[src/common/crc_pkg.sv]
package crc_pkg;

    // serial link timing at the 40 ns reference clock
    localparam int CLK_PERIOD_NS   = 40;
    localparam int CP_LOW_MIN_NS   = 35;
    localparam int CP_LOW_MIN_CYC  = (CP_LOW_MIN_NS + CLK_PERIOD_NS - 1) / CLK_PERIOD_NS;
    localparam int INIT_PULSE_NS   = 35;
    localparam int INIT_PULSE_CYC  = (INIT_PULSE_NS + CLK_PERIOD_NS - 1) / CLK_PERIOD_NS;
    localparam int HALF_CYC_DEF    = 4;
    localparam int INIT_CYC_DEF    = 4;

    // feedback taps, leading term dropped, left aligned to the register top
    localparam logic [15:0] TAPS_CRC16     = 16'h8005;
    localparam logic [15:0] TAPS_CRC16_REV = 16'h4003;
    localparam logic [15:0] TAPS_POLY16_A  = 16'ha097;
    localparam logic [15:0] TAPS_CRC12     = 16'h80f0;
    localparam logic [15:0] TAPS_POLY8_A   = 16'hb300;
    localparam logic [15:0] TAPS_LRC8      = 16'h0100;
    localparam logic [15:0] TAPS_CCITT     = 16'h1021;
    localparam logic [15:0] TAPS_CCITT_REV = 16'h0811;

    // preset patterns by polynomial degree
    localparam logic [15:0] PRESET_DEG16 = 16'hffff;
    localparam logic [15:0] PRESET_DEG12 = 16'hfff0;
    localparam logic [15:0] PRESET_DEG8  = 16'hff00;

    // select codes
    localparam logic [2:0] SEL_CRC16     = 3'h0;
    localparam logic [2:0] SEL_CRC16_REV = 3'h1;
    localparam logic [2:0] SEL_POLY16_A  = 3'h2;
    localparam logic [2:0] SEL_CRC12     = 3'h3;
    localparam logic [2:0] SEL_POLY8_A   = 3'h4;
    localparam logic [2:0] SEL_LRC8      = 3'h5;
    localparam logic [2:0] SEL_CCITT     = 3'h6;
    localparam logic [2:0] SEL_CCITT_REV = 3'h7;

    // controller registers (byte addresses)
    localparam logic [11:0] ADDR_CTRL   = 12'h000;
    localparam logic [11:0] ADDR_DATA   = 12'h004;
    localparam logic [11:0] ADDR_CMD    = 12'h008;
    localparam logic [11:0] ADDR_STATUS = 12'h00c;
    localparam logic [11:0] ADDR_RESULT = 12'h010;

    localparam int CMD_OP_LSB    = 0;
    localparam int CMD_CNT_LSB   = 8;
    localparam int STAT_BUSY_BIT = 0;
    localparam int STAT_FAULT_BIT = 1;
    localparam int STAT_Q_BIT    = 2;
    localparam logic [2:0] CTRL_RESET = 3'h0;

    localparam logic [1:0] OP_CLEAR  = 2'h0;
    localparam logic [1:0] OP_PRESET = 2'h1;
    localparam logic [1:0] OP_DATA   = 2'h2;
    localparam logic [1:0] OP_CHECK  = 2'h3;

    typedef enum logic [1:0] {ST_IDLE, ST_INIT, ST_HIGH, ST_LOW} host_state_t;

endpackage

[src/common/crc_link_if.sv]
`timescale 1ns/1ps
interface crc_link_if;
    logic       cp;
    logic       d;
    logic       check_word_enable;
    logic [2:0] poly_select;
    logic       preset_n;
    logic       master_reset;
    logic       q;
    logic       fault_flag;

    modport device (
        input  cp, d, check_word_enable, poly_select, preset_n, master_reset,
        output q, fault_flag
    );
    modport host (
        output cp, d, check_word_enable, poly_select, preset_n, master_reset,
        input  q, fault_flag
    );
endinterface

[src/verilog/crc_link_ctrl.sv]
//Function
//- three select bits pick one of eight
//- codes zero to three choose listed polynomials
//- codes four to seven choose listed polynomials
//- short polynomials right justified at output; code left-aligns them at the register top
//- data sampled on clock falling edge
//- data xor top bit drives taps
//- enable high for data, low for check
//- enable low shifts remainder without feedback
//- controller appends check bits by gating
//- checking feeds data and check, enable high
//- checker only monitors, never alters data
//- fault low on zero remainder, else high
//- fault holds until next edge or init
//- master reset clears register at once
//- preset sets top bits by degree
//- controller initializes before every computation (this controller initializes only when given a clear or preset command)
//
// Local design decisions: the address map and the APB slave port.
`timescale 1ns/1ps
module crc_link_ctrl
    import crc_pkg::*;
#(
    parameter int HALF_CYC = HALF_CYC_DEF,
    parameter int INIT_CYC = INIT_CYC_DEF
) (
    // clock and reset
    input  wire logic        i_ref_clk,
    input  wire logic        i_arst_n,
    // apb slave
    input  wire logic        i_psel,
    input  wire logic        i_penable,
    input  wire logic        i_pwrite,
    input  wire logic [11:0] i_paddr,
    input  wire logic [31:0] i_pwdata,
    output logic      [31:0] o_prdata,
    output logic             o_pready,
    output logic             o_pslverr,
    // gated transmit stream
    output logic             o_tx_serial,
    // link to the generator/checker
    crc_link_if.host         link
);

    host_state_t state;
    logic [2:0]  ctrl_sel;
    logic [31:0] data_reg;
    logic [31:0] data_sh;
    logic [31:0] result;
    logic [1:0]  op;
    logic [5:0]  bits_left;
    logic [7:0]  timer;
    logic [1:0]  q_meta;
    logic [1:0]  q_sync;
    logic        cp_r;
    logic        d_r;
    logic        cwe_r;
    logic        preset_n_r;
    logic        mr_r;
    logic        tx_r;
    logic [31:0] rd_data;
    logic        addr_ok;
    logic        wr_en;
    logic        cmd_go;

    localparam logic [7:0] HALF_T = 8'(HALF_CYC - 1);
    localparam logic [7:0] INIT_T = 8'(INIT_CYC - 1);

    function automatic logic addr_mapped(input logic [11:0] a);
        return (a == ADDR_CTRL) || (a == ADDR_DATA) || (a == ADDR_CMD) ||
               (a == ADDR_STATUS) || (a == ADDR_RESULT);
    endfunction

    assign addr_ok  = addr_mapped(i_paddr);
    assign o_pready = i_psel & i_penable;
    assign wr_en    = i_psel & i_penable & i_pwrite & addr_ok;
    assign cmd_go   = wr_en && (i_paddr == ADDR_CMD) && (state == ST_IDLE);

    always_comb begin
        rd_data = 32'h0000_0000;
        unique case (i_paddr)
            ADDR_CTRL:   rd_data = {29'h0, ctrl_sel};
            ADDR_DATA:   rd_data = data_reg;
            ADDR_CMD:    rd_data = {18'h0, bits_left, 6'h0, op};
            ADDR_STATUS: rd_data = {29'h0, q_sync[1], q_sync[0], state != ST_IDLE};
            ADDR_RESULT: rd_data = result;
            default:     rd_data = 32'h0000_0000;
        endcase
    end

    always_ff @(posedge i_ref_clk or negedge i_arst_n) begin
        if (!i_arst_n) begin
            o_prdata  <= 32'h0000_0000;
            o_pslverr <= 1'b0;
        end else if (i_psel && !i_penable) begin
            o_prdata  <= i_pwrite ? 32'h0000_0000 : rd_data;
            o_pslverr <= ~addr_ok;
        end
    end

    always_ff @(posedge i_ref_clk or negedge i_arst_n) begin
        if (!i_arst_n) begin
            ctrl_sel <= CTRL_RESET;
            data_reg <= 32'h0000_0000;
        end else if (wr_en && i_paddr == ADDR_CTRL && state == ST_IDLE) begin
            ctrl_sel <= i_pwdata[2:0];
        end else if (wr_en && i_paddr == ADDR_DATA && state == ST_IDLE) begin
            data_reg <= i_pwdata;
        end
    end

    // returning pins pass two flops
    always_ff @(posedge i_ref_clk or negedge i_arst_n) begin
        if (!i_arst_n) begin
            q_meta <= 2'h0;
            q_sync <= 2'h0;
        end else begin
            q_meta <= {link.q, link.fault_flag};
            q_sync <= q_meta;
        end
    end

    always_ff @(posedge i_ref_clk or negedge i_arst_n) begin
        if (!i_arst_n) begin
            state      <= ST_IDLE;
            op         <= OP_CLEAR;
            bits_left  <= 6'h00;
            timer      <= 8'h00;
            data_sh    <= 32'h0000_0000;
            result     <= 32'h0000_0000;
            cp_r       <= 1'b1;
            d_r        <= 1'b0;
            cwe_r      <= 1'b1;
            preset_n_r <= 1'b1;
            mr_r       <= 1'b0;
        end else begin
            unique case (state)
                ST_IDLE: begin
                    if (cmd_go) begin
                        op        <= i_pwdata[CMD_OP_LSB +: 2];
                        bits_left <= i_pwdata[CMD_CNT_LSB +: 6];
                        data_sh   <= data_reg;
                        unique case (i_pwdata[CMD_OP_LSB +: 2])
                            OP_CLEAR: begin
                                mr_r  <= 1'b1;
                                timer <= INIT_T;
                                state <= ST_INIT;
                            end
                            OP_PRESET: begin
                                preset_n_r <= 1'b0;
                                timer      <= INIT_T;
                                state      <= ST_INIT;
                            end
                            OP_DATA: begin
                                if (i_pwdata[CMD_CNT_LSB +: 6] != 6'h00) begin
                                    cwe_r <= 1'b1;
                                    d_r   <= data_reg[31];
                                    timer <= HALF_T;
                                    state <= ST_HIGH;
                                end
                            end
                            OP_CHECK: begin
                                if (i_pwdata[CMD_CNT_LSB +: 6] != 6'h00) begin
                                    result <= 32'h0000_0000;
                                    cwe_r  <= 1'b0;
                                    timer  <= HALF_T;
                                    state  <= ST_HIGH;
                                end
                            end
                        endcase
                    end
                end
                ST_INIT: begin
                    if (timer == 8'h00) begin
                        mr_r       <= 1'b0;
                        preset_n_r <= 1'b1;
                        state      <= ST_IDLE;
                    end else begin
                        timer <= timer - 8'h01;
                    end
                end
                ST_HIGH: begin
                    if (timer == 8'h00) begin
                        if (op == OP_CHECK) begin
                            result <= {result[30:0], q_sync[1]};
                        end
                        cp_r  <= 1'b0;
                        timer <= HALF_T;
                        state <= ST_LOW;
                    end else begin
                        timer <= timer - 8'h01;
                    end
                end
                ST_LOW: begin
                    if (timer == 8'h00) begin
                        cp_r      <= 1'b1;
                        data_sh   <= {data_sh[30:0], 1'b0};
                        bits_left <= bits_left - 6'h01;
                        if (bits_left == 6'h01) begin
                            cwe_r <= 1'b1;
                            d_r   <= 1'b0;
                            state <= ST_IDLE;
                        end else begin
                            d_r   <= data_sh[30];
                            timer <= HALF_T;
                            state <= ST_HIGH;
                        end
                    end else begin
                        timer <= timer - 8'h01;
                    end
                end
            endcase
        end
    end

    // check bits follow the data on the outgoing stream
    always_ff @(posedge i_ref_clk or negedge i_arst_n) begin
        if (!i_arst_n) begin
            tx_r <= 1'b0;
        end else begin
            tx_r <= cwe_r ? d_r : q_sync[1];
        end
    end

    assign o_tx_serial            = tx_r;
    assign link.cp                = cp_r;
    assign link.d                 = d_r;
    assign link.check_word_enable = cwe_r;
    assign link.poly_select       = ctrl_sel;
    assign link.preset_n          = preset_n_r;
    assign link.master_reset      = mr_r;

endmodule // crc_link_ctrl

[src/flat_wrapper.sv]
// flat-port wrapper written by rule: the top's interface ports become plain ports
module crc_link_ctrl_flat import crc_pkg::*;
#(
    parameter int HALF_CYC = HALF_CYC_DEF,
    parameter int INIT_CYC = INIT_CYC_DEF
)
  (i_ref_clk, i_arst_n, i_psel, i_penable, i_pwrite, i_paddr, i_pwdata, o_prdata, o_pready, o_pslverr, o_tx_serial, link_cp, link_d, link_check_word_enable, link_poly_select, link_preset_n, link_master_reset, link_q, link_fault_flag);
  crc_link_if link_i ();
  input  wire logic i_ref_clk;
  input  wire logic i_arst_n;
  input  wire logic i_psel;
  input  wire logic i_penable;
  input  wire logic i_pwrite;
  input  wire logic [11:0] i_paddr;
  input  wire logic [31:0] i_pwdata;
  output logic      [31:0] o_prdata;
  output logic o_pready;
  output logic o_pslverr;
  output logic o_tx_serial;
  output wire logic [$bits(link_i.cp)-1:0] link_cp;
  output wire logic [$bits(link_i.d)-1:0] link_d;
  output wire logic [$bits(link_i.check_word_enable)-1:0] link_check_word_enable;
  output wire logic [$bits(link_i.poly_select)-1:0] link_poly_select;
  output wire logic [$bits(link_i.preset_n)-1:0] link_preset_n;
  output wire logic [$bits(link_i.master_reset)-1:0] link_master_reset;
  input wire logic [$bits(link_i.q)-1:0] link_q;
  input wire logic [$bits(link_i.fault_flag)-1:0] link_fault_flag;
  assign link_cp = link_i.cp;
  assign link_d = link_i.d;
  assign link_check_word_enable = link_i.check_word_enable;
  assign link_poly_select = link_i.poly_select;
  assign link_preset_n = link_i.preset_n;
  assign link_master_reset = link_i.master_reset;
  assign link_i.q = link_q;
  assign link_i.fault_flag = link_fault_flag;
  crc_link_ctrl #(.HALF_CYC(HALF_CYC), .INIT_CYC(INIT_CYC)) u_core (.i_ref_clk(i_ref_clk), .i_arst_n(i_arst_n), .i_psel(i_psel), .i_penable(i_penable), .i_pwrite(i_pwrite), .i_paddr(i_paddr), .i_pwdata(i_pwdata), .o_prdata(o_prdata), .o_pready(o_pready), .o_pslverr(o_pslverr), .o_tx_serial(o_tx_serial), .link(link_i));
endmodule
[config.mk]
export PLATFORM = sky130hd
export DESIGN_NAME = crc_link_ctrl_flat
export DESIGN_NICKNAME = d
export VERILOG_FILES = /design/src/common/crc_pkg.sv /design/src/common/crc_link_if.sv /design/src/verilog/crc_link_ctrl.sv /design/src/flat_wrapper.sv
export SDC_FILE = /design/constraint.sdc
export NUM_CORES = 1
export LEC_CHECK = 0
export BUFFER_PORTS_ARGS = -buffer_cell sky130_fd_sc_hd__buf_2
export CAP_MARGIN = 20
export CORE_MARGIN = 5
export CORE_UTILIZATION = 60
export CTS_BUF_LIST = sky130_fd_sc_hd__clkbuf_4 sky130_fd_sc_hd__clkbuf_8
export CTS_CLUSTER_DIAMETER = 40
export DETAILED_ROUTE_END_ITERATION = 16
export PLACE_DENSITY = 0.81
export SETUP_SLACK_MARGIN = 0.3
export SYNTH_ARGS = -nofsm -noshare
export SYNTH_HDL_FRONTEND = slang
export SYNTH_SLANG_ARGS = --single-unit
export TNS_END_PERCENT = 1
[constraint.sdc]
create_clock -name i_ref_clk -period 2.26 [get_ports i_ref_clk]
set_input_delay 0.339 -clock i_ref_clk [delete_from_list [all_inputs] [get_ports i_ref_clk]]
set_output_delay 0.339 -clock i_ref_clk [all_outputs]
set_load 0.01 [all_outputs]
-- After elaboration in Yosys (flattened, before gate mapping)
Index checks and enable logic that the tools add are counted.
- bits of input ports: 51
- flip-flop bits (word level): 159
- output and inout port bits: 43
- multiplexer cells: 53
- reduce and logical (&&, ||, !) cells: 35
- bitwise gates (word level): 5
- add/subtract/negate cells: 2
- equal/unequal tests: 29
- operators by type and width (operator ; number):
    $mux W32 ; 6
    $pmux W32 S5 ; 1
    $pmux W32 S2 ; 1
    $mux W31 ; 2
    $pmux W31 S2 ; 1
    $mux W8 ; 6
    $pmux W8 S4 ; 1
    $eq A12 B4 Y1 const B ; 2
    $mux W1 ; 17
    $pmux W8 S2 ; 1
    $ne A3 B3 Y1 const B ; 5
    $eq A12 B3 Y1 const B ; 1
    $eq A12 B5 Y1 const B ; 1
    $logic_not A12 Y1 ; 1
    $mux W2 ; 6
    $mux W6 ; 2
    $ne A2 B1 Y1 const B ; 6
    $ne A2 B2 Y1 const B ; 6
    $pmux W1 S2 ; 6
    $pmux W6 S2 ; 1
    $reduce_and A4 Y1 ; 3
    $eq A2 B2 Y1 const B ; 5
    $reduce_and A5 Y1 ; 2
    $reduce_bool A2 Y1 ; 5
    19 further kinds ; 36

-- Depth between registers and ports, before layout
Gate-level depths: netlist of the first run.
- depth in word-level cells: 10
- gate-level depth with buffers: 9
- depth with buffers taken out: 7

-- Least setup slack after synthesis of the first run
No wires, ideal clock.
- path type: input to register
- start point: input port i_paddr[9]
- end point: register u_core.data_reg[0]
- data required time: 2.135 ns
- data arrival time: 1.973 ns
- slack: 0.162 ns
- stages on the path: 7
- cell sequence: nor4_2 > and3_1 > buf_2 > nand3_1 > nor3b_2 > buf_4 > mux2_2
- word-level cells in the longest chain between the ends: 10
- ends and longest elaborated chain (item ; line ; RTL):
    start: declaration ; flat_wrapper.sv:14 ; input wire logic [11:0] i_paddr;
    $eq A12 B3 Y1 or $logic_not A12 Y1 (tied branches) ; crc_link_ctrl.sv:70, crc_link_ctrl.sv:107, crc_link_ctrl.sv:105 ;
    $logic_or A1 B1 Y1 (3 in a row) ; crc_link_ctrl.sv:70 ; return (a == ADDR_CTRL) || (a == ADDR_DATA) || (a == ADDR_CMD) ||
    $logic_or A1 B1 Y1 ; crc_link_ctrl.sv:71 ; (a == ADDR_STATUS) || (a == ADDR_RESULT);
    $and A1 B1 Y1 ; crc_link_ctrl.sv:76 ; assign wr_en = i_psel & i_penable & i_pwrite & addr_ok;
    $logic_and A1 B1 Y1 (2 in a row) ; crc_link_ctrl.sv:105 ; end else if (wr_en && i_paddr == ADDR_CTRL && state == ST_IDLE) begin
    $not A1 Y1 (no source line) ; - ;
    $reduce_and A2 Y1 (no source line) * ; - ;
    end signal: assignment ; crc_link_ctrl.sv:108 ; data_reg <= i_pwdata;
    end: declaration ; crc_link_ctrl.sv:47 ; logic [31:0] data_reg;
Mark *: on every way between the ends. The rest lies on a longest branch, timed or not.
A chain may end at the register's enable or synchronous reset.

-- Worst setup path in the final report of the first run
- start point: register u_core.state[0]
- end point: register u_core.ctrl_sel[0] (netlist: u_core.link.poly_select[0])
- word-level cells in the longest chain between the ends: 2
- ends and longest elaborated chain (item ; line ; RTL):
    start: declaration ; crc_link_ctrl.sv:45 ; host_state_t state;
    start signal: assignment ; crc_link_ctrl.sv:125 ; state <= ST_IDLE;
    start signal: assignment ; crc_link_ctrl.sv:147 ; state <= ST_INIT;
    start signal: assignment ; crc_link_ctrl.sv:152 ; state <= ST_INIT;
    $logic_not A2 Y1 ; crc_link_ctrl.sv:105 ;
    $logic_and A1 B1 Y1 ; crc_link_ctrl.sv:105 ;
    end signal: assignment ; crc_link_ctrl.sv:106 ; ctrl_sel <= i_pwdata[2:0];
    end: declaration ; crc_link_ctrl.sv:46 ; logic [2:0] ctrl_sel;
Every way passes these cells.

==> results of run 1 <==
==> synth_stat cells (all sizes together), types with 12 or more instances <==
cell / instances
a21oi: 18
buf: 14
nand2: 102
nor2: 53
nand3: 12
dfrtp: 156
o21ai: 51
mux2: 40
a31oi: 32
clkbuf: 34
a22o: 32
a22oi: 37
==> layer usage <==
layer | part of all wire [%] | routed length (um) | vias up
met5 | 0 | 0 | -
met4 | 2.4 | 425 | 0
met3 | 5.9 | 1040 | 36
met2 | 49 | 8680 | 214
met1 | 42 | 7420 | 2879
li1 | - | - | 2626
==> cells by family after synthesis <==
family	share of synthesized area (%)
AOI/OAI and AO/OA	18.5
xor gates and xnor gates	0.124
adders and majority gates	0.533
buffers and inverters	3.54
DFF	56.5
muxes	6.82
and+or+nand+nor	14.0
==> worst register-to-register path, stage by stage, from the launching register on <==
cell and delay [ns]:
dfrtp_1 0.52, nor2_1 0.22, and3_1 0.18, nand3_1 0.11, nor3_1 0.29, buf_4 0.19
mux2_2 0.33
==> final cells by class <==
class / count / area share [%]
Clock inverter: 12 / 1.43
Tap cell: 143 / 2.15
Timing Repair Buffer: 131 / 10.4
Sequential cell: 159 / 47.9
Multi-Input combinational cell: 458 / 34.7
Inverter: 6 / 0.271
Clock buffer: 20 / 3.16
==> power groups by stage <==
stage	clock network, mW	registers [mW]	logic (mW)
2_1_floorplan	0	2.92	0.0649
3_3_place_gp	0	2.92	0.210
3_5_place_dp	0	2.93	0.218
4_1_cts	2.07	2.87	0.223
5_1_grt	2.20	2.87	0.249
6_report	2.04	2.87	0.221
==> worst max-delay path by stage <==
| stage | start | to | slack [ns] | depth (start not counted) |
|---|---|---|---|---|
| after global routing | u_core.timer[0]$_DFFE_PN0P_ | u_core.data_sh[12]$_DFFE_PN0P_ | 0.22 | 9 |
| after floorplan | i_paddr[5] | u_core.data_reg[0]$_DFFE_PN0P_ | 0.20 | 7 |
| after global placement | i_paddr[9] | u_core.data_sh[21]$_DFFE_PN0P_ | -0.04 | 8 |
| after CTS | u_core.timer[0]$_DFFE_PN0P_ | u_core.timer[5]$_DFFE_PN0P_ | 0.26 | 7 |
| after detailed placement | i_paddr[9] | u_core.data_sh[11]$_DFFE_PN0P_ | -0.10 | 8 |
| final | u_core.state[0]$_DFFE_PN0P_ | u_core.link.poly_select[0]$_DFFE_PN0P_ | 0.31 | 6 |
==> timing repair <==
item,CTS,global route
gates resized for setup,3,7
buffers inserted,0,0
hold buffers,3,0
gates cloned,0,0
hold endpoints to repair,57,0
endpoints found under the setup margin,31,107
pin swaps,0,2
==> per-stage QoR <==
step | utilization (%) | power [mW] | area, um^2 | instances | TNS, ns
after floorplan | - | 2.99 | 7070 | 671 | 0
after global placement | 68.5 | 3.13 | 7860 | 894 | -0.598
after detailed placement | 68.5 | 3.14 | 7860 | 894 | -1.45
after CTS | 72.3 | 5.16 | 8290 | 929 | 0
after global routing | 72.5 | 5.32 | 8310 | 929 | 0
final | 72.5 | 5.13 | 8310 | 929 | 0
==> results by group, run 1 <==
Setup path
  • CP endpoint kind: flip-flop
  • Critical path arrival: 2.28 ns
  • R2r worst-path depth: 6
  • Crit Path Max Fanout: 12
  • Cells along the critical path: nor2_1 -> and3_1 -> nand3_1 -> nor3_1 -> buf_4 -> mux2_2
  • Buffers and inverters on the worst path: 1
  • Worst Path Required: 2.60 ns
  • R2R Path End: u_core.link.poly_select[0]$_DFFE_PN0P_
  • Setup CP Type: flip-flop to flip-flop
  • Slowest-stage cell, CP: dfrtp_1
  • Flop2flop setup slack: 0.31 ns
  • CP Launch Type: flip-flop
  • Reg2Reg Launch Point: u_core.state[0]$_DFFE_PN0P_
  • Largest delay share family, worst path: simple AND/OR/NAND/NOR gates
  • Crit-path max cell delay: 0.52 ns

Layout
  • Fin nets: 827
  • Fill cells: 838
  • Share of cells above drive strength 1: 27.6%
  • Area delta synth->final: 18.0%
  • Register Area: 0.00398 mm^2
  • Antenna fix cells: 0
  • Most common cell after layout, fill and taps aside: dfrtp_1
  • Most frequent cells in the layout: dfrtp_1 (156), nand2_1 (101), buf_2 (92)
  • Footprint of the multi-input gates: 0.00288 mm^2

Yosys
  • Seq cells post-synth: 159
  • Synth area leaders: dfrtp_1 (55%), mux2_2 (6.4%), nand2_1 (5.4%)
  • Mapped Area: 0.00704 mm^2
  • Cell variety after synth: 55
  • Syn. warnings: 0
  • Top cell type's share of synthesized area: 55.4%
  • Synth async-reset ratio: 100%
  • Main flop type after synthesis: dfrtp_1
  • Net count after synthesis: 725
  • Post-synth EDFFs: 0
  • Syn Inst Count: 671
  • Synth area leader: dfrtp_1
  • Register area share after synthesis: 56.5%
  • Synth Area per Inst: 10.5 um^2

Power and ir drop
  • Leak: 3.74 nW
  • Sw Share: 22.8%
  • P_sw: 1.17 mW
  • Clock Power Share: 39.7%
  • Reg power frac: 56.0%
  • Comb pwr share: 4.3%
  • Pwr per Cell Area: 617 mW/mm^2
  • Worst vdd ir: 0.673 mV
  • Int Pwr: 3.96 mW

Routing
  • Iter 0 DRT Violations: 702
  • Drt first pass iters: 5
  • DRT Wirelength: 17600 um
  • # DRC: 0
  • Vias after detailed routing: 5755
  • Avg Vias per Cell: 6.19
  • Per-cell routed wire length: 18.9 um
  • Post-route ant nets: 0

Floorplanning
  • Die area: 0.0140 mm^2
  • Initial core utilization: 61.4%
  • Die Y: 118 um
  • Core area: 0.0115 mm^2
  • Rows: 39
  • Die width: 118 um
  • I/O pin count: 94

Clocking
  • TritonCTS clock tree: yes
  • Worst-Skew Late Latency: 0.45 ns
  • Clock buffer depth: 2
  • H-tree levels: 4
  • Clock buffer count from CTS: 17
  • Root Driver: clkbuf_8
  • Clk pin slew, worst setup/hold paths: 0.08 ns
  • CTS sink count: 159

Global route
  • Met3 Use GR: 5.49%
  • Gr usage total: 25.7%
  • Largest net degree at the start of global routing: 61
  • GR Util met2: 41.1%
  • Global routing met1 resource utilization: 34.8%
  • Vias in the first global route: 5897
  • Most Crowded Layer GR: met2
  • Initial antenna violation count: 0
  • Grt ovf: 0
  • Global-route wire length before repair: 29300 um

Placement
  • PortBufs: 93
  • Pre-CTS setup slack: -0.101 ns
  • Post-DP HPWL: 11700 um
  • Routability cong.: 0.882

Worst hold path
  • HP Start: i_pwdata[22]
  • HP Class: primary input to flip-flop
  • Worst Hold Path Cells: 2
  • Worst Hold End: u_core.data_reg[22]$_DFFE_PN0P_

Timing
  • Final worst slack: 0.314 ns
  • Fin crit period: 1.95 ns
  • Hold slack: 0.113 ns
  • RSZ-0062 raised after global routing: true
  • Slew Limit Fails: 0
  • Fin crit share: 86.1%
  • FMAX: 514 MHz
  • Slew margin rel.: 49.5%
  • Final Hold Fails: 0
  • Worst Tran Pin Value: 0.756 ns
  • Final setup violation count: 0
  • Final Skew: 0.0128 ns

Flow run
  • Max-cap violations: 0

Outcome
  • Run status: completed
Note: power is estimated with default switching activity, not from simulation.
==> run 2, diff against run 1 <==
Settings changed: CTS_CLUSTER_SIZE set to 12, PLACE_DENSITY 0.81 to 0.83.
==> results by group, run 2 (synthesis gave the netlist of run 1 again) <==
Timing
  • Slew margin rel.: 66.9% (+17 points)
  • Worst Tran Pin Value: 0.496 ns (-0.260 ns)
  • Fin crit period: 1.99 ns (+0.0474 ns)
  • Fin crit share: 88.2% (+2.1 points)
  • Final Hold Fails: 0 (unchanged)
  • FMAX: 502 MHz (-2.4%)
  • Final setup violation count: 0 (unchanged)
  • Final Skew: 0.00889 ns (-0.00396 ns)
  • RSZ-0062 raised after global routing: true
  • Hold slack: 0.118 ns (+0.00442 ns)
  • Slew Limit Fails: 0 (unchanged)

Placement
  • Routability cong.: 0.862 (-2.2%)
  • Post-DP HPWL: 12100 um (+3.7%)
  • Placement Cell Area: 0.00785 mm^2 (about the same)
  • PortBufs: 93 (unchanged)
  • Placed cell count: 895 (+0.11%)

Layout
  • Area delta synth->final: 20.2%
  • Final instance area: 0.00846 mm^2 (+1.9%)
  • Fin cells: 934 (+0.54%)
  • Fill cells: 802 (-4.3%)
  • Most common cell after layout, fill and taps aside: dfrtp_1
  • Share of cells above drive strength 1: 28.6% (+0.96 points)
  • Antenna fix cells: 0 (unchanged)
  • Fin nets: 832 (+0.60%)
  • Most frequent cells in the layout: dfrtp_1 (156), nand2_1 (101), buf_2 (92)
  • Post-layout util: 73.8% (+1.3 points)

Floorplanning
  • Die area: 0.0140 mm^2 (unchanged)
  • Die width: 118 um (unchanged)
  • Rows: 39 (unchanged)
  • Core area: 0.0115 mm^2 (unchanged)
  • I/O pin count: 94 (unchanged)
  • Initial core utilization: 61.4% (unchanged)
  • Die Y: 118 um (unchanged)

Worst hold path
  • HP Class: primary input to flip-flop
  • HP Start: i_pwdata[6]

Routing
  • Drt first pass iters: 6 (+1)
  • Post-route ant nets: 0 (unchanged)
  • # DRC: 0 (unchanged)
  • Vias after detailed routing: 5914 (+2.8%)
  • Iter 0 DRT Violations: 685 (-2.4%)
  • DRT Wirelength: 18500 um (+5.3%)
  • Avg Vias per Cell: 6.33 (+2.2%)
  • Per-cell routed wire length: 19.8 um (+4.8%)

Power and ir drop
  • P_sw: 1.20 mW (+2.6%)
  • Pwr per Cell Area: 660 mW/mm^2 (+6.9%)
  • Int Pwr: 4.39 mW (+11%)
  • Reg power frac: 51.4% (-4.6 points)
  • Sw Share: 21.5% (-1.3 points)
  • Worst vdd ir: 0.597 mV (-11%)
  • Comb pwr share: 4.1% (-0.2 points)
  • Leak: 3.80 nW (+1.6%)
  • Clock Power Share: 44.5% (+4.8 points)
  • Final Total Pwr: 5.59 mW (+8.9%)

Global route
  • Gr usage total: 26.5% (+0.80 points)
  • Vias in the first global route: 6067 (+2.9%)
  • Largest net degree at the start of global routing: 54 (-11%)
  • Initial antenna violation count: 0 (unchanged)
  • Global-route wire length before repair: 30100 um (+2.6%)
  • Grt ovf: 0 (unchanged)

Setup path
  • Critical path origin: u_core.timer[0]$_DFFE_PN0P_
  • CP endpoint kind: flip-flop
  • Crit Path Max Fanout: 4 (-8)
  • Slowest-stage cell, CP: or4b_2
  • CP Launch Type: flip-flop
  • Worst Path Required: 2.60 ns (about the same)
  • Reg2Reg Launch Point: u_core.timer[0]$_DFFE_PN0P_
  • Cells along the critical path: inv_1 -> ha_2 -> or4b_2 -> o21ai_1 -> nand2b_1 -> a32o_1
  • Setup CP Type: flip-flop to flip-flop
  • Critical path arrival: 2.33 ns (+0.05 ns)
  • Largest delay share family, worst path: simple AND/OR/NAND/NOR gates
  • Crit-path max cell delay: 0.69 ns (+0.17 ns)
  • Buffers and inverters on the worst path: 1 (unchanged)

Clocking
  • H-tree levels: 4 (unchanged)
  • CTS sink count: 159 (unchanged)
  • TritonCTS clock tree: yes
  • Worst-Skew Late Latency: 0.45 ns (about the same)
  • Clock buffer depth: 2 (unchanged)
  • Root Driver: clkbuf_8
  • Clk pin slew, worst setup/hold paths: 0.08 ns (about the same)
  • Clock buffer count from CTS: 17 (unchanged)

Outcome
  • Run status: completed

Flow run
  • Max-cap violations: 0 (unchanged)
[run 2: cell count changes in the layout (fill, tap and decap cells not counted), moves of 2 or more]
cell       change
clkbuf_8       +2
clkinv_2       -6
bufinv_16      +3
buf_4          +4
[run 2: worst register-to-register path: cells and delay by family (launching register included)]
family	cells	cell delay [ns]
buffers and inverters	1	0.09
adder cells (fa/ha/maj)	1	0.22
flip-flops	1	0.40
AND/OR/NAND/NOR	2	0.77
AO/OA/AOI/OAI	2	0.41
[run 2: cell type report]
| class | instances | area [um^2] | area share, % |
|---|---|---|---|
| Clock buffer | 23 | 298 | 3.52 |
| Clock inverter | 9 | 179 | 2.11 |
| Inverter | 6 | 22.5 | 0.266 |
| Multi-Input combinational cell | 458 | 2890 | 34.2 |
| Sequential cell | 159 | 3980 | 47.1 |
| Tap cell | 143 | 179 | 2.11 |
| Timing Repair Buffer | 136 | 910 | 10.7 |
[run 2: stage by stage]
| step | TNS (ns) | setup slack, ns |
|---|---|---|
| after global routing | 0 | 0.147 |
| after CTS | 0 | 0.236 |
| after detailed placement | -2.36 | -0.108 |
| final | 0 | 0.266 |
| after global placement | -0.381 | -0.0237 |
| after floorplan | 0 | 0.196 |
[run 2: path summary, 6_finish.rpt]
kind,to,slack [ns],depth (start not counted)
worst max-delay path,u_core.timer[6]$_DFFE_PN0P_,0.27,6
worst min-delay path,u_core.data_reg[6]$_DFFE_PN0P_,0.12,2
worst max register to register,u_core.timer[6]$_DFFE_PN0P_,0.27,6
worst min register to register,u_core.q_sync[1]$_DFF_PN0_,0.36,0
max in group asynchronous,u_core.result[28]$_DFFE_PN0P_,1.12,3
min in group asynchronous,u_core.data_reg[12]$_DFFE_PN0P_,0.40,2
[run 2: power groups by stage]
| stage | clock network (mW) | registers, mW | logic, mW |
|---|---|---|---|
| detailed placement | 0 | 2.93 | 0.221 |
| CTS | 2.49 | 2.87 | 0.228 |
| global route | 2.62 | 2.87 | 0.256 |
| finish | 2.48 | 2.87 | 0.229 |
| global placement | 0 | 2.92 | 0.213 |
| floorplan | 0 | 2.92 | 0.0649 |
[run 2: timing repair]
item,CTS,global route
pin swaps,0,1
resized for setup,5,10
setup endpoints to repair,102,114
endpoints found under the hold margin,50,0
buffers inserted,1,2
hold buffers,3,0
gates cloned,0,1
[run 2: metal layers]
metal	track usage, %	vias to the layer above	wire length [um]	part of all wire (%)
li1	-	2642	-	-
met1	35.5	2922	7790	42
met5	0	-	0	0
met2	41.5	299	8880	48
met3	5.92	51	1320	7.1
met4	12.4	0	503	2.7
